--- src/rtl/dacm_pkg.sv ---
package dacm_pkg;
   localparam int CA_W = 24;
   localparam int CLK_NS = 100;
   // grade index: 0 = 2666, 1 = 2933, 2 = 3200
   localparam int PL_TAB[3] = '{5, 6, 6};
   localparam int ALERT_PW_MIN_TAB[3] = '{80, 88, 96};
   localparam int ALERT_PW_MAX_TAB[3] = '{160, 176, 192};
   localparam int ALERT_RSP_TAB[3] = '{71, 78, 85};
   localparam int CAL_TAB[3] = '{5, 6, 6};
   localparam int CALG_TAB[3] = '{6, 8, 8};
   localparam int TMOD_CK = 24;
   localparam int TMOD_NS = 15;
   localparam int TMOD_CYC = (TMOD_NS + CLK_NS - 1) / CLK_NS > TMOD_CK ?
      (TMOD_NS + CLK_NS - 1) / CLK_NS : TMOD_CK;
   localparam int PAR_ON_EXTRA_NS = 6;
   localparam int CT_ENABLE_NS = 200;
   localparam int CT_ENABLE_CYC = (CT_ENABLE_NS + CLK_NS - 1) / CLK_NS;
   localparam int CT_VALID_NS = 200;
   localparam int CT_VALID_CYC = CT_VALID_NS / CLK_NS;
   localparam int CTCKE_NS = 10;
   localparam logic [7:0] CTRL_OFS = 8'h00;
   localparam logic [7:0] STAT_OFS = 8'h04;
   localparam logic [7:0] IST_OFS = 8'h08;
   localparam logic [7:0] IMSK_OFS = 8'h0C;
   localparam logic [7:0] LCMD_OFS = 8'h10;
   localparam int CTL_CAL = 0;
   localparam int CTL_GEAR = 1;
   localparam int CTL_PAR = 2;
   localparam int CTL_PERS = 3;
   localparam int CTL_MPSM = 4;
   localparam int CTL_W = 5;
   localparam logic [CTL_W-1:0] CTRL_RST = 5'h04;
   localparam int EV_PAR = 0;
   localparam int EV_MPSM = 1;
   localparam int EV_CT = 2;
   localparam int EV_W = 3;
   typedef struct packed {
      logic cs_n;
      logic ten;
      logic cke;
      logic par;
      logic [CA_W-1:0] ca;
   } dacm_pins_s;
   typedef struct packed {
      logic valid;
      logic [CA_W-1:0] ca;
   } dacm_cmd_s;
   typedef enum logic [1:0] {
      AL_IDLE = 2'b00,
      AL_WAIT = 2'b01,
      AL_PULSE = 2'b10
   } dacm_alert_e;
endpackage

--- src/rtl/dacm_core.sv ---
`timescale 1ns/1ns
module dacm_core import dacm_pkg::*; #(
   parameter int GRADE = 2,
   parameter int TCPDED_CK = 4
) (
   input wire logic clk,
   input wire logic rst,
   input wire logic psel,
   input wire logic penable,
   input wire logic pwrite,
   input wire logic [7:0] paddr,
   input wire logic [31:0] pwdata,
   output logic pready,
   output logic pslverr,
   output logic [31:0] prdata,
   output logic irq,
   input wire dacm_pins_s pins,
   output logic alert_n,
   output logic ct_out,
   output dacm_cmd_s cmd
);
   localparam int PL = PL_TAB[GRADE];
   localparam int CAL = CAL_TAB[GRADE];
   localparam int CALG = CALG_TAB[GRADE];
   localparam int PW = ALERT_PW_MIN_TAB[GRADE];
   localparam int MPED = TMOD_CYC + TCPDED_CK;
   localparam int PL1 = PL - 1;

   dacm_pins_s s1_ff, s2_ff;
   dacm_cmd_s cmd_ff;
   dacm_alert_e al_ff;
   logic [7:0] al_cnt_ff;
   logic alert_n_ff, ct_out_ff, irq_ff, pready_ff, pslverr_ff;
   logic [31:0] prdata_ff, rd_mux;
   logic [CTL_W-1:0] ctrl_ff;
   logic [EV_W-1:0] ist_ff, imsk_ff, ev;
   logic pend_ff, cmd_dis_ff, ct_mode_ff;
   logic [3:0] pcnt_ff, lat;
   logic [7:0] mcnt_ff;
   logic [2:0] tcnt_ff;
   logic cs_lo, cap, err, acc, wr, hit;

   assign pready = pready_ff;
   assign pslverr = pslverr_ff;
   assign prdata = prdata_ff;
   assign irq = irq_ff;
   assign alert_n = alert_n_ff;
   assign ct_out = ct_out_ff;
   assign cmd = cmd_ff;

   // pins are asynchronous to clk; only s2_ff is looked at
   always_ff @(posedge clk) begin
      if (rst) begin
         s1_ff <= '{cs_n: 1'b1, default: '0};
         s2_ff <= '{cs_n: 1'b1, default: '0};
      end else begin
         s1_ff <= pins;
         s2_ff <= s1_ff;
      end
   end

   assign cs_lo = !s2_ff.cs_n;
   assign lat = ctrl_ff[CTL_GEAR] ? 4'(CALG) : 4'(CAL);
   // capture point: select cycle itself, or lat cycles later with latency on
   assign cap = (ctrl_ff[CTL_CAL] ? (pend_ff && pcnt_ff == lat) : cs_lo)
      && !cmd_dis_ff && !ct_mode_ff && al_ff == AL_IDLE;
   assign err = cap && ctrl_ff[CTL_PAR] && ^{s2_ff.ca, s2_ff.par};

   always_ff @(posedge clk) begin
      if (rst) begin
         pend_ff <= 1'b0;
         pcnt_ff <= 4'h0;
      end else if (pend_ff) begin
         pend_ff <= pcnt_ff != lat;
         pcnt_ff <= pcnt_ff + 4'h1;
      end else if (cs_lo && ctrl_ff[CTL_CAL]) begin
         pend_ff <= 1'b1;
         pcnt_ff <= 4'h1;
      end
   end

   // commands ahead of a parity error are still executed
   always_ff @(posedge clk) begin
      if (rst) begin
         cmd_ff <= '0;
      end else begin
         cmd_ff.valid <= cap && !err;
         cmd_ff.ca <= cap ? s2_ff.ca : cmd_ff.ca;
      end
   end

   // alert sequencer; a second error during wait or pulse is not retriggered
   always_ff @(posedge clk) begin
      if (rst) begin
         al_ff <= AL_IDLE;
         al_cnt_ff <= 8'h00;
         alert_n_ff <= 1'b1;
      end else begin
         unique case (al_ff)
            AL_IDLE: if (err) begin
               al_ff <= AL_WAIT;
               al_cnt_ff <= 8'h01;
            end
            AL_WAIT: if (al_cnt_ff == 8'(PL1)) begin
               al_ff <= AL_PULSE;
               al_cnt_ff <= 8'h01;
               alert_n_ff <= 1'b0;
            end else begin
               al_cnt_ff <= al_cnt_ff + 8'h01;
            end
            AL_PULSE: if (al_cnt_ff == 8'(PW)) begin
               al_ff <= AL_IDLE;
               alert_n_ff <= 1'b1;
            end else begin
               al_cnt_ff <= al_cnt_ff + 8'h01;
            end
            default: begin
               al_ff <= AL_IDLE;
               alert_n_ff <= 1'b1;
            end
         endcase
      end
   end

   // power saving: path stays live until the full entry delay has run
   always_ff @(posedge clk) begin
      if (rst || !ctrl_ff[CTL_MPSM]) begin
         mcnt_ff <= 8'h00;
         cmd_dis_ff <= 1'b0;
      end else if (mcnt_ff < 8'(MPED)) begin
         mcnt_ff <= mcnt_ff + 8'h01;
      end else begin
         cmd_dis_ff <= 1'b1;
      end
   end

   // test mode: enable time is counted on the synchronised pin
   always_ff @(posedge clk) begin
      if (rst || !s2_ff.ten) begin
         tcnt_ff <= 3'h0;
         ct_mode_ff <= 1'b0;
         ct_out_ff <= 1'b0;
      end else begin
         if (tcnt_ff < 3'(CT_ENABLE_CYC))
            tcnt_ff <= tcnt_ff + 3'h1;
         if (cs_lo && tcnt_ff >= 3'(CT_ENABLE_CYC))
            ct_mode_ff <= 1'b1;
         ct_out_ff <= (ct_mode_ff || cs_lo) && ^s2_ff.ca;
      end
   end

   // register slave, one wait state so every answer is registered
   assign acc = psel && penable;
   assign wr = acc && pready_ff && pwrite;
   assign hit = paddr inside {CTRL_OFS, STAT_OFS, IST_OFS, IMSK_OFS, LCMD_OFS};

   // previous levels: test-mode and path-off status events are one-cycle pulses on a rise only
   logic ct_mode_d_ff, cmd_dis_d_ff;
   always_ff @(posedge clk) begin
      if (rst) begin
         ct_mode_d_ff <= 1'b0;
         cmd_dis_d_ff <= 1'b0;
      end else begin
         ct_mode_d_ff <= ct_mode_ff;
         cmd_dis_d_ff <= cmd_dis_ff;
      end
   end

   assign ev = {ct_mode_ff && !ct_mode_d_ff, cmd_dis_ff && mcnt_ff == 8'(MPED)
      && !cmd_dis_d_ff, err};

   always_comb begin
      rd_mux = 32'h0000_0000;
      unique case (paddr)
         CTRL_OFS: rd_mux[CTL_W-1:0] = ctrl_ff;
         STAT_OFS: rd_mux[2:0] = {ct_mode_ff, cmd_dis_ff, !alert_n_ff};
         IST_OFS: rd_mux[EV_W-1:0] = ist_ff;
         IMSK_OFS: rd_mux[EV_W-1:0] = imsk_ff;
         LCMD_OFS: rd_mux[CA_W-1:0] = cmd_ff.ca;
         default: rd_mux = 32'h0000_0000;
      endcase
   end

   always_ff @(posedge clk) begin
      if (rst) begin
         pready_ff <= 1'b0;
         pslverr_ff <= 1'b0;
         prdata_ff <= 32'h0000_0000;
      end else begin
         pready_ff <= acc && !pready_ff;
         pslverr_ff <= acc && !pready_ff && !hit;
         prdata_ff <= (acc && !pready_ff && !pwrite) ? rd_mux : 32'h0000_0000;
      end
   end

   // non-persistent parity: an error switches checking off
   always_ff @(posedge clk) begin
      if (rst) begin
         ctrl_ff <= CTRL_RST;
      end else if (wr && paddr == CTRL_OFS) begin
         ctrl_ff <= pwdata[CTL_W-1:0];
      end else if (err && !ctrl_ff[CTL_PERS]) begin
         ctrl_ff[CTL_PAR] <= 1'b0;
      end
   end

   // set wins over a write-one clear in the same cycle
   always_ff @(posedge clk) begin
      if (rst) begin
         ist_ff <= '0;
         imsk_ff <= '0;
         irq_ff <= 1'b0;
      end else begin
         ist_ff <= (ist_ff & ~((wr && paddr == IST_OFS) ? pwdata[EV_W-1:0] : '0)) | ev;
         if (wr && paddr == IMSK_OFS)
            imsk_ff <= pwdata[EV_W-1:0];
         irq_ff <= |(ist_ff & imsk_ff);
      end
   end

   // checking helpers
   logic [7:0] lo_cnt_ff;
   logic [3:0] since_cs_ff;
   always_ff @(posedge clk) begin
      if (rst) begin
         lo_cnt_ff <= 8'h00;
         since_cs_ff <= 4'h0;
      end else begin
         lo_cnt_ff <= alert_n_ff ? 8'h00 : lo_cnt_ff + 8'h01;
         since_cs_ff <= (cs_lo && !pend_ff) ? 4'h0 : since_cs_ff + 4'h1;
      end
   end
endmodule

--- config.mk ---
export PLATFORM = sky130hd
export DESIGN_NAME = dacm_core
export DESIGN_NICKNAME = d
export VERILOG_FILES = /design/src/rtl/dacm_pkg.sv /design/src/rtl/dacm_core.sv
export SDC_FILE = /design/constraint.sdc
export NUM_CORES = 1
export LEC_CHECK = 0
export ABC_CLOCK_PERIOD_IN_PS = 2050
export BUFFER_PORTS_ARGS = -buffer_cell sky130_fd_sc_hd__buf_2
export CAP_MARGIN = 0
export CORE_MARGIN = 4
export CORE_UTILIZATION = 48
export DETAILED_ROUTE_END_ITERATION = 6
export HOLD_SLACK_MARGIN = 0.12
export MAX_ROUTING_LAYER = met4
export PLACE_DENSITY = 0.88
export RECOVER_POWER = 25
export SYNTH_ARGS = -nofsm -noshare
export SYNTH_HDL_FRONTEND = slang
export SYNTH_SLANG_ARGS = --single-unit
export TNS_END_PERCENT = 5
--- constraint.sdc ---
create_clock -name clk -period 2.05 [get_ports clk]
set_input_delay 0.3075 -clock clk [delete_from_list [all_inputs] [get_ports clk]]
set_output_delay 0.3075 -clock clk [all_outputs]
set_load 0.03 [all_outputs]
==> results by group, run 1 <==
Min path
  – Kind of path behind the tightest hold check: input port to flip-flop
  – Worst Hold Path Cells: 2
  – Hold wc startpoint: pins[7]
  – WHS Endpoint: s1_ff[7]

Worst setup path
  – Crit Path Max Fanout: 4
  – CP Data Required Time: 2.39 ns
  – Number of cells on the worst reg-to-reg path: 7
  – Source of the worst register-to-register timing path: s2_ff[17]
  – Worst reg2reg endpoint: al_cnt_ff[1]
  – Crit Path Class: flip-flop to flip-flop
  – Crit path launch type: flip-flop
  – Worst reg2reg setup slack: -0.25 ns
  – Critical path capture point type: flip-flop
  – CP arrival: 2.64 ns

Run
  – Maximum Capacitance Violations: 0

Routing
  – Top routing layer in use: met4
  – Number of design rule violations left after detail routing: 0
  – Count of nets left with antenna violations after detail routing: 0
  – Detailed-router iteration count before antenna repair: 7
  – Wire length per cell: 15.8 µm
  – Detailed-route wire length on metal 1: 5.11 mm
  – Routed wl met2: 6.95 mm
  – Drt first-iter violations: 277
  – Post-detailed-route via-to-cell ratio: 5.16
  – Via count: 4353
  – Routed wire length: 13.3 mm
  – Met3 routed wirelength: 821 µm

Yosys
  – Post-synthesis instance total: 553
  – Sequential cell area fraction in the yosys report: 53.9%
  – Yosys synthesis warning count: 0
  – Share of synthesized flip-flops with an asynchronous set or reset: 0%
  – Number of distinct library cell variants in the gate-level netlist after synthesis: 49
  – Syn Area/Cell: 10.0 µm²
  – Predominant post-synthesis flop cell: dfxtp_1
  – Post-synth EDFFs: 0
  – Post-Syn Area: 5540 µm²
  – Flops & latches, synth: 149

STA
  – Unrepaired setup endpoints after global routing: true
  – Fin crit period: 2.30 ns
  – Final Max Slew Viols: 0
  – Number of hold-slack violations in the final timing report: 0
  – Final setup skew: 0.00757 ns
  – Final critical-path setup slack: -0.250 ns
  – Highest Clock Rate: 0.435 GHz
  – Number of failing setup endpoints in the final timing report: 13
  – Worst-margin pin slew: 0.585 ns
  – Worst max-slew margin expressed relative to the limit: 61.0%
  – Final worst-path cycle share: 112%

Power and ir drop
  – Power density of the placed cells: 967 nW/µm²
  – Power Total: 6.94 mW
  – Largest voltage drop on the vdd net: 0.000613 V
  – Leakage component of the power: 3.27 nW

Global routing
  – Number of global-route vias before repair: 4417
  – Total GRT Usage: 20.8%
  – Antenna violations before repair: 0
  – Wire length of the first global-routing pass: 20.9 mm
  – Remaining Overflow, GRT: 0
  – Maximum number of pins on one net before global-route repair: 63

Final layout
  – Cell Count, Final, Fillers Out: 843
  – Share of final-layout standard cells stronger than drive strength 1: 26.6%
  – Layout filler cell count: 810
  – Area growth from synthesis to layout: 29.6%
  – Number of nets in the layout: 775
  – Antenna diode count: 0

CTS
  – Clock insertion delay at the later pin of the skew report: 0.42 ns
  – Clock sink total: 149
  – Number of buffers on the longest clock path: 2
  – Root buffer cell: clkbuf_16
  – Clock slew at the register clock pins of the worst setup and hold paths: 0.06 ns
  – Clock tree from TritonCTS: built
  – Num CTS Buffers: 17
  – CTS H-Tree Depth: 4

Outcome
  – Run status: finished with violations
  – Violations in the final reports: negative setup slack

Floorplanning
  – Die footprint: 13300 µm²
  – Placeable Area: 11100 µm²
  – Die boundary width: 115 µm
  – Starting density of the core: 50.0%
  – Number of top-level pins: 135
  – Die Y-Extent: 115 µm
  – Row Count: 38

Place
  – Final HPWL DP: 8.52 mm
  – Gpl congestion: 0.890
  – Count of input and output buffers: 98
  – Placed cell count: 790
## per-layer routing
metal | global-route usage, % | vias up
li1 | - | 2082
met1 | 22.4 | 2042
met2 | 35.6 | 185
met3 | 5.26 | 44
met4 | 10.1 | 0
met5 | - | -
## cells by family after synthesis
logic type | count (synthesis) | share of synthesized area (%)
DFF | 149 | 53.9
other | 1 | 0.0677
xor gates and xnor gates | 29 | 5.38
adders and majority gates | 12 | 2.71
buffers and inverters | 49 | 3.91
AOI/OAI and AO/OA | 55 | 5.88
and+or+nand+nor | 222 | 21.0
muxes | 36 | 7.19
## cell usage after synthesis, types with 2 or more instances
cell | instances | share of area [%]
dfxtp_1 | 149 | 54
nor2_1 | 67 | 4.5
nor2b_1 | 58 | 6.6
mux2i_1 | 33 | 6.0
and2_1 | 24 | 2.7
nand2_1 | 23 | 1.6
a21oi_1 | 22 | 2.0
xnor2_1 | 21 | 3.3
inv_1 | 19 | 1.3
o21ai_0 | 19 | 1.7
nand3_1 | 17 | 1.5
clkbuf_1 | 15 | 1.0
ha_1 | 12 | 2.7
buf_4 | 8 | 1.1
and3_1 | 6 | 0.68
nor3_1 | 6 | 0.54
buf_1 | 5 | 0.34
nor3b_1 | 5 | 0.68
nand4_1 | 4 | 0.45
xor2_1 | 4 | 0.63
mux4_2 | 3 | 1.2
a41oi_1 | 2 | 0.32
o21ai_1 | 2 | 0.18
or2_2 | 2 | 0.23
or3_1 | 2 | 0.23
xnor2_2 | 2 | 0.59
## final cells by class
class / instances / area (µm²) / area share, %
clock inverters: 13 / 173 / 2.41
clock buffers: 19 / 443 / 6.17
repair buffers: 141 / 871 / 12.1
flip-flops and latches: 149 / 2990 / 41.7
inverters: 19 / 71.3 / 0.994
well taps: 140 / 175 / 2.44
multi-input cells: 362 / 2450 / 34.2
## repair_timing
| action | 4_1_cts | 5_1_grt |
|---|---|---|
| hold buffers | 19 | 0 |
| gates cloned | 0 | 0 |
| buffers inserted | 1 | 1 |
| setup endpoints to repair | 13 | 36 |
| gates resized for setup | 11 | 19 |
| pin swaps | 5 | 4 |
| hold endpoints to repair | 19 | 0 |
## critical path: stages (launching register included)
cell     delay [ns]
dfxtp_2        0.33
xnor2_1        0.13
xnor2_1        0.28
xnor2_2        0.17
xnor3_2        0.49
o21a_4         0.22
or4b_1         0.47
a21oi_1        0.14
## through the flow
stage / setup WS [ns] / setup TNS [ns] / util, % / instance area, µm² / hold WS (ns)
after floorplan: -0.107 / -0.158 / - / 5570 / 0.389
after global placement: -0.201 / -1.24 / 56.5 / 6260 / 0.402
after detailed placement: -0.241 / -1.93 / 56.5 / 6260 / 0.400
after CTS: -0.233 / -1.30 / 64.0 / 7090 / 0.120
after global routing: -0.304 / -2.34 / 64.8 / 7180 / 0.133
final: -0.250 / -1.74 / 64.8 / 7180 / 0.123
## how the worst max path moves through the flow
| stage | start | end |
|---|---|---|
| final | s2_ff[17] | al_cnt_ff[1] |
| after global routing | s2_ff[15] | al_cnt_ff[1] |
| after CTS | s2_ff[15] | al_cnt_ff[1] |
| after detailed placement | s2_ff[4] | ctrl_ff[2] |
| after global placement | s2_ff[3] | al_cnt_ff[1] |
| after floorplan | pcnt_ff[1] | al_cnt_ff[1] |
## report_power, final
| part | total (mW) | leakage [nW] | internal, mW | switching, mW |
|---|---|---|---|---|
| Combinational | 0.714 | 1.76 | 0.336 | 0.378 |
| Clock | 3.21 | 0.287 | 1.96 | 1.25 |
| Sequential | 3.02 | 1.22 | 2.97 | 0.0469 |
## state kept, by name, indices dropped and copies added, names as in the netlist, 2 cells and up
register / count
prdata: 24
imsk_ff: 3
tcnt_ff: 3
al_ff: 2
ist_ff: 3
al_cnt_ff: 8
s1_ff: 27
s2_ff: 27
pcnt_ff: 4
ctrl_ff: 5
cmd: 25
mcnt_ff: 8
## cells in the final DEF, fill, tap and decap left out, types with 3 or more instances in the layout
master / count
nor2b_1: 58
a21oi_1: 22
nor2_1: 67
dfxtp_2: 8
and2_1: 24
inv_6: 3
o21ai_1: 5
conb_1: 8
o21ai_2: 5
nor3_1: 6
nand3_1: 17
clkinvlp_4: 4
clkbuf_16: 17
mux2i_1: 33
and3_1: 6
xnor2_2: 7
buf_4: 24
dfxtp_1: 141
nand4_1: 4
mux4_2: 3
nand2_1: 23
clkinv_4: 3
xnor2_1: 16
inv_1: 19
dlygate4sd3_1: 19
buf_2: 97
nor3b_1: 5
ha_1: 11
o21ai_0: 11
bufinv_16: 3
Note: power is estimated with default switching activity, not from simulation.
==> run 2, diff against run 1 <==
--- a/config.mk
+++ b/config.mk
@@ -5,15 +5,16 @@
 export SDC_FILE = /design/constraint.sdc
 export NUM_CORES = 1
 export LEC_CHECK = 0
-export ABC_CLOCK_PERIOD_IN_PS = 2050
+export ABC_CLOCK_PERIOD_IN_PS = 2600
 export BUFFER_PORTS_ARGS = -buffer_cell sky130_fd_sc_hd__buf_2
 export CAP_MARGIN = 0
 export CORE_MARGIN = 4
-export CORE_UTILIZATION = 48
+export CORE_UTILIZATION = 53
 export DETAILED_ROUTE_END_ITERATION = 6
+export GPL_TIMING_DRIVEN = 0
 export HOLD_SLACK_MARGIN = 0.12
 export MAX_ROUTING_LAYER = met4
-export PLACE_DENSITY = 0.88
+export PLACE_DENSITY = 0.91
 export RECOVER_POWER = 25
 export SYNTH_ARGS = -nofsm -noshare
 export SYNTH_HDL_FRONTEND = slang
==> constraint.sdc (replaced) <==
create_clock -name clk -period 2.6 [get_ports clk]
set_input_delay 0.39 -clock clk [delete_from_list [all_inputs] [get_ports clk]]
set_output_delay 0.39 -clock clk [all_outputs]
set_load 0.03 [all_outputs]
==> run 2 against run 1 <==
  * Die area shrank 8.8%
  * Fmax is 10% lower
  * Count of clock-buffer cells in the layout unchanged
  * The run now ends clean
  * Cell count grew 0.83%
  * Total power fell by 25%
  * Global-route usage rose by 4.1 points
  * Clock skew is 0.0019 ns higher
  * Cell area fell by 1.6%
  * Via count increased by 3.3%
  * Critical path depth is the same
==> results by group, run 2 (same netlist as run 1, synthesis figures left out) <==
STA
  – Number of hold-slack violations in the final timing report: 0 (unchanged)
  – Number of failing setup endpoints in the final timing report: 0 (was 13)
  – Worst-margin pin slew: 0.837 ns (was 0.585 ns)
  – Final setup skew: 0.00944 ns (was 0.00757 ns)
  – Unrepaired setup endpoints after global routing: false (was true)
  – Highest Clock Rate: 0.391 GHz (was 0.435 GHz)
  – Final worst-path cycle share: 98.4% (was 112%)
  – Worst max-slew margin expressed relative to the limit: 44.2% (was 61.0%)
  – Final Max Slew Viols: 0 (unchanged)
  – Post-route setup TNS: 0 ns (was -1.74 ns)
  – Worst hold margin: 0.136 ns (was 0.123 ns)
  – Fin crit period: 2.56 ns (was 2.30 ns)

Floorplanning
  – Die footprint: 12100 µm² (was 13300 µm²)
  – Die boundary width: 110 µm (was 115 µm)
  – Row Count: 37 (was 38)
  – Starting density of the core: 54.1% (was 50.0%)
  – Placeable Area: 10200 µm² (was 11100 µm²)
  – Die Y-Extent: 110 µm (was 115 µm)
  – Number of top-level pins: 135 (unchanged)

Worst setup path
  – Crit Path Class: flip-flop to flip-flop (unchanged)
  – Crit Path Max Fanout: 10 (was 4)
  – Source of the worst register-to-register timing path: s2_ff[22] (was s2_ff[17])
  – CP Data Required Time: 3.06 ns (was 2.39 ns)
  – Critical path capture point type: flip-flop (unchanged)
  – CP arrival: 3.02 ns (was 2.64 ns)
  – Crit path launch type: flip-flop (unchanged)
  – First element of the critical path: s2_ff[22] (was s2_ff[17])

Final layout
  – Area growth from synthesis to layout: 27.6% (was 29.6%)
  – Leading cell type in the layout, fill and taps excluded: dfxtp_1 (unchanged)
  – Share of final-layout standard cells stronger than drive strength 1: 21.4% (was 26.6%)
  – Cell Count, Final, Fillers Out: 850 (was 843)
  – Post-route core utilization: 69.1% (was 64.8%)
  – Number of nets in the layout: 787 (was 775)
  – Antenna diode count: 0 (unchanged)
  – Top library cells by usage in the layout, fill and taps aside: dfxtp_1 (149), buf_2 (96), nor2_1 (67), nor2b_1 (57), mux2i_1 (33) (was dfxtp_1 (141), buf_2 (97), nor2_1 (67), nor2b_1 (58), mux2i_1 (33))
  – Layout filler cell count: 711 (was 810)

CTS
  – Number of buffers on the longest clock path: 2 (unchanged)
  – Num CTS Buffers: 17 (unchanged)
  – Root buffer cell: clkbuf_8 (was clkbuf_16)
  – Clock sink total: 149 (unchanged)
  – Setup fix buffers added after clock tree synthesis: 0 (was 1)
  – CTS H-Tree Depth: 4 (unchanged)
  – Clock insertion delay at the later pin of the skew report: 0.53 ns (was 0.42 ns)
  – Clock tree from TritonCTS: built (unchanged)
  – Clock slew at the register clock pins of the worst setup and hold paths: 0.07 ns (was 0.06 ns)

Routing
  – Post-detailed-route via-to-cell ratio: 5.29 (was 5.16)
  – Wire length per cell: 17.0 µm (was 15.8 µm)
  – Count of nets left with antenna violations after detail routing: 0 (unchanged)
  – Detailed-router iteration count before antenna repair: 5 (was 7)
  – Number of design rule violations left after detail routing: 0 (unchanged)
  – Via count: 4497 (was 4353)
  – Routed wire length: 14.4 mm (was 13.3 mm)
  – Drt first-iter violations: 305 (was 277)

Power and ir drop
  – Power density of the placed cells: 737 nW/µm² (was 967 nW/µm²)
  – Largest voltage drop on the vdd net: 0.000445 V (was 0.000613 V)
  – Leakage component of the power: 3.20 nW (was 3.27 nW)

Place
  – Final HPWL DP: 9.16 mm (was 8.52 mm)
  – Placed cell count: 791 (was 790)
  – Count of input and output buffers: 95 (was 98)
  – Gpl congestion: 0.895 (was 0.890)

Outcome
  – Run status: completed (was finished with violations)

Global routing
  – Number of global-route vias before repair: 4628 (was 4417)
  – Wire length of the first global-routing pass: 22.3 mm (was 20.9 mm)
  – Remaining Overflow, GRT: 0 (unchanged)
  – Total GRT Usage: 24.9% (was 20.8%)
  – Antenna violations before repair: 0 (unchanged)
  – Maximum number of pins on one net before global-route repair: 17 (was 63)

Run
  – Maximum Capacitance Violations: 0 (unchanged)

Min path
  – Kind of path behind the tightest hold check: input port to flip-flop (unchanged)
  – Hold wc startpoint: pwdata[4] (was pins[7])
[run 2: routing by layer]
| layer | global-route usage (%) | wire length (µm) |
|---|---|---|
| met1 | 27.7 | 5740 |
| met2 | 42.6 | 7450 |
| met3 | 5.94 | 779 |
| met4 | 11.2 | 461 |
| met5 | - | 0 |
[run 2: where the power goes]
group / internal, mW / leakage, nW / switching (mW)
clock network: 1.33 / 0.256 / 0.990
logic: 0.232 / 1.73 / 0.277
registers: 2.34 / 1.21 / 0.0399
total: 3.90 / 3.20 / 1.31
[run 2: timing repair]
item                                    in CTS  in global routing
hold endpoints to repair                    28                  0
resized for setup                            0                  6
hold buffers                                28                  0
endpoints found under the setup margin       0                 10
[run 2: cell type report]
type                            instances  area (µm²)  area share, %
Sequential cell                       149        2980           42.2
Multi-Input combinational cell        362        2380           33.7
Timing Repair Buffer                  123         756           10.7
Clock buffer                           19         442           6.25
Tap cell                              136         170           2.41
Buffer                                 30         146           2.07
Clock inverter                         12         119           1.68
Inverter                               19        71.3           1.01
[run 2: metrics by stage]
| stage | setup slack, ns | cell area (µm²) | power (mW) |
|---|---|---|---|
| global route | 0.0141 | 7070 | 5.36 |
| detailed placement | -0.117 | 6210 | 2.87 |
| global placement | -0.0387 | 6210 | 2.85 |
| CTS | 0.0377 | 7050 | 5.19 |
| finish | 0.0427 | 7070 | 5.21 |
| floorplan | 0.348 | 5560 | 2.75 |
[run 2: final timing paths]
| kind | to | slack (ns) | cells after the start |
|---|---|---|---|
| setup / recovery | al_cnt_ff[1] | 0.04 | 7 |
| hold / removal | ctrl_ff[4] | 0.14 | 3 |
| setup reg to reg | al_cnt_ff[1] | 0.04 | 7 |
| hold reg to reg | s2_ff[27] | 0.44 | 1 |
[run 2: worst max-delay path, stage by stage, from the launching register on]
cell     delay (ns)
dfxtp_1        0.35
xnor2_1        0.25
xnor2_1        0.16
xnor2_2        0.27
xnor3_2        0.51
o21a_4         0.28
or4b_1         0.52
a21oi_1        0.14
==> run 3, diff against run 2 <==
--- a/config.mk
+++ b/config.mk
@@ -5,16 +5,16 @@
 export SDC_FILE = /design/constraint.sdc
 export NUM_CORES = 1
 export LEC_CHECK = 0
-export ABC_CLOCK_PERIOD_IN_PS = 2600
+export ABC_CLOCK_PERIOD_IN_PS = 3000
 export BUFFER_PORTS_ARGS = -buffer_cell sky130_fd_sc_hd__buf_2
 export CAP_MARGIN = 0
 export CORE_MARGIN = 4
-export CORE_UTILIZATION = 53
+export CORE_UTILIZATION = 55
 export DETAILED_ROUTE_END_ITERATION = 6
 export GPL_TIMING_DRIVEN = 0
 export HOLD_SLACK_MARGIN = 0.12
 export MAX_ROUTING_LAYER = met4
-export PLACE_DENSITY = 0.91
+export PLACE_DENSITY = 0.94
 export RECOVER_POWER = 25
 export SYNTH_ARGS = -nofsm -noshare
 export SYNTH_HDL_FRONTEND = slang
==> constraint.sdc (replaced) <==
create_clock -name clk -period 3 [get_ports clk]
set_input_delay 0.45 -clock clk [delete_from_list [all_inputs] [get_ports clk]]
set_output_delay 0.45 -clock clk [all_outputs]
set_load 0.03 [all_outputs]
==> run 3 against run 2 <==
  * First-iteration DRC count increased by 7.5%
  * Hold slack got worse by 0.012 ns
  * Total power decreased by 16%
  * Utilization increased by 0.18 points
  * Routed wire length decreased by 3.5%
  * Critical endpoint unchanged
  * Largest cell class unchanged
==> results by group, run 3 (same netlist as run 1, synthesis figures left out) <==
Outcome
  – Run status: completed (unchanged)

Routing
  – Wire length per cell: 16.9 µm (was 17.0 µm)
  – Post-detailed-route via-to-cell ratio: 5.41 (was 5.29)
  – Routed wire length: 13.9 mm (was 14.4 mm)
  – Number of design rule violations left after detail routing: 0 (unchanged)
  – Drt first-iter violations: 328 (was 305)
  – Via count: 4449 (was 4497)
  – Detailed-router iteration count before antenna repair: 5 (unchanged)
  – Count of nets left with antenna violations after detail routing: 0 (unchanged)

Final layout
  – Area occupied by registers: 2980 µm² (unchanged)
  – Combined area of the multi-input logic cells: 2360 µm² (was 2380 µm²)
  – Share of final-layout standard cells stronger than drive strength 1: 21.4% (about the same)
  – Top library cells by usage in the layout, fill and taps aside: dfxtp_1 (149), buf_2 (96), nor2_1 (67), nor2b_1 (58), mux2i_1 (33) (was dfxtp_1 (149), buf_2 (96), nor2_1 (67), nor2b_1 (57), mux2i_1 (33))
  – Area growth from synthesis to layout: 22.3% (was 27.6%)
  – Leading cell type in the layout, fill and taps excluded: dfxtp_1 (unchanged)
  – Number of nets in the layout: 762 (was 787)
  – Layout filler cell count: 674 (was 711)
  – Antenna diode count: 0 (unchanged)

CTS
  – CTS H-Tree Depth: 4 (unchanged)
  – Root buffer cell: clkbuf_8 (unchanged)
  – Clock insertion delay at the later pin of the skew report: 0.54 ns (was 0.53 ns)
  – Clock slew at the register clock pins of the worst setup and hold paths: 0.07 ns (about the same)
  – Num CTS Buffers: 17 (unchanged)
  – Number of buffers on the longest clock path: 2 (unchanged)
  – Resized Gates After CTS: 0 (unchanged)
  – Clock sink total: 149 (unchanged)
  – Clock tree from TritonCTS: built (unchanged)

STA
  – Final Max Slew Viols: 0 (unchanged)
  – Worst-margin pin slew: 0.857 ns (was 0.837 ns)
  – Number of hold-slack violations in the final timing report: 0 (unchanged)
  – Unrepaired setup endpoints after global routing: false (unchanged)
  – Worst max-slew margin expressed relative to the limit: 42.7% (was 44.2%)
  – Final critical-path setup slack: 0.377 ns (was 0.0427 ns)
  – Post-route setup TNS: 0 ns (unchanged)
  – Fin crit period: 2.62 ns (was 2.56 ns)
  – Number of failing setup endpoints in the final timing report: 0 (unchanged)
  – Highest Clock Rate: 0.381 GHz (was 0.391 GHz)
  – Final worst-path cycle share: 87.4% (was 98.4%)
  – Final setup skew: 0.00999 ns (was 0.00944 ns)

Place
  – Placement-stage worst setup slack: 0.155 ns (was -0.117 ns)
  – Final HPWL DP: 9.40 mm (was 9.16 mm)
  – Gpl congestion: 0.864 (was 0.895)
  – Count of input and output buffers: 95 (unchanged)

Worst setup path
  – Crit Path Max Fanout: 10 (unchanged)
  – CP arrival: 3.09 ns (was 3.02 ns)
  – Critical path capture point type: flip-flop (unchanged)
  – Crit Path Class: flip-flop to flip-flop (unchanged)
  – CP Data Required Time: 3.46 ns (was 3.06 ns)
  – Crit path launch type: flip-flop (unchanged)

Floorplanning
  – Number of top-level pins: 135 (unchanged)
  – Placeable Area: 9770 µm² (was 10200 µm²)
  – Die footprint: 11700 µm² (was 12100 µm²)
  – Die Y-Extent: 108 µm (was 110 µm)
  – Row Count: 36 (was 37)
  – Die boundary width: 108 µm (was 110 µm)
  – Starting density of the core: 56.6% (was 54.1%)

Global routing
  – Antenna violations before repair: 0 (unchanged)
  – Wire length of the first global-routing pass: 22.1 mm (was 22.3 mm)
  – Number of global-route vias before repair: 4576 (was 4628)
  – Remaining Overflow, GRT: 0 (unchanged)
  – Maximum number of pins on one net before global-route repair: 17 (unchanged)
  – Total GRT Usage: 25.5% (was 24.9%)

Power and ir drop
  – Largest voltage drop on the vdd net: 0.000393 V (was 0.000445 V)
  – Power density of the placed cells: 648 nW/µm² (was 737 nW/µm²)
  – Leakage component of the power: 3.07 nW (was 3.20 nW)

Min path
  – Kind of path behind the tightest hold check: input port to flip-flop (unchanged)

Run
  – Maximum Capacitance Violations: 0 (unchanged)
## run 3: final timing paths
path	start	end	slack, ns	cells past startpoint
hold / removal	pins[18]	s1_ff[18]	0.12	2
setup / recovery	s2_ff[15]	al_cnt_ff[1]	0.38	7
hold reg to reg	s1_ff[27]	s2_ff[27]	0.42	1
setup reg to reg	s2_ff[15]	al_cnt_ff[1]	0.38	7
## run 3: layout make-up
cell class	count	area share (%)
Buffer	30	2.14
Clock buffer	18	6.17
Clock inverter	14	1.72
Inverter	19	1.05
Multi-Input combinational cell	362	34.9
Sequential cell	149	44.1
Tap cell	133	2.46
Timing Repair Buffer	98	7.47
## run 3: power breakdown
group / internal [mW] / switching, mW / total, mW
sequential: 2.03 / 0.0345 / 2.07
combinational: 0.176 / 0.223 / 0.399
clock: 1.04 / 0.886 / 1.92
total: 3.24 / 1.14 / 4.39
## run 3: worst max-delay path: stages (launching register included)
cell and delay [ns]:
dfxtp_1 0.33, xnor2_1 0.32, xnor2_1 0.19, xnor2_2 0.26, xnor3_2 0.50, o21a_4 0.27, or4b_1 0.52, a21oi_1 0.15
## run 3: per-layer routing
| layer | GRT usage, % | wire, µm | vias to the layer above |
|---|---|---|---|
| met5 | - | 0 | - |
| met3 | 6.99 | 1080 | 60 |
| met4 | 13.0 | 565 | 0 |
| met2 | 43.2 | 6950 | 233 |
| met1 | 27.3 | 5330 | 2095 |
| li1 | - | - | 2061 |
## run 3: through the flow
| stage | hold slack (ns) | util [%] | power, mW | instances | area [µm²] |
|---|---|---|---|---|---|
| after detailed placement | 0.396 | 63.5 | 2.49 | 788 | 6200 |
| after global routing | 0.126 | 69.3 | 4.52 | 823 | 6770 |
| final | 0.123 | 69.3 | 4.39 | 823 | 6770 |
| after floorplan | 0.389 | - | 2.38 | 560 | 5560 |
| after global placement | 0.398 | 63.5 | 2.47 | 788 | 6200 |
| after CTS | 0.122 | 69.3 | 4.39 | 823 | 6770 |
## run 3: repair_timing
| item | 4_1_cts | 5_1_grt |
|---|---|---|
| endpoints found under the hold margin | 3 | 0 |
| buffers inserted | 0 | 0 |
| hold buffers | 3 | 0 |
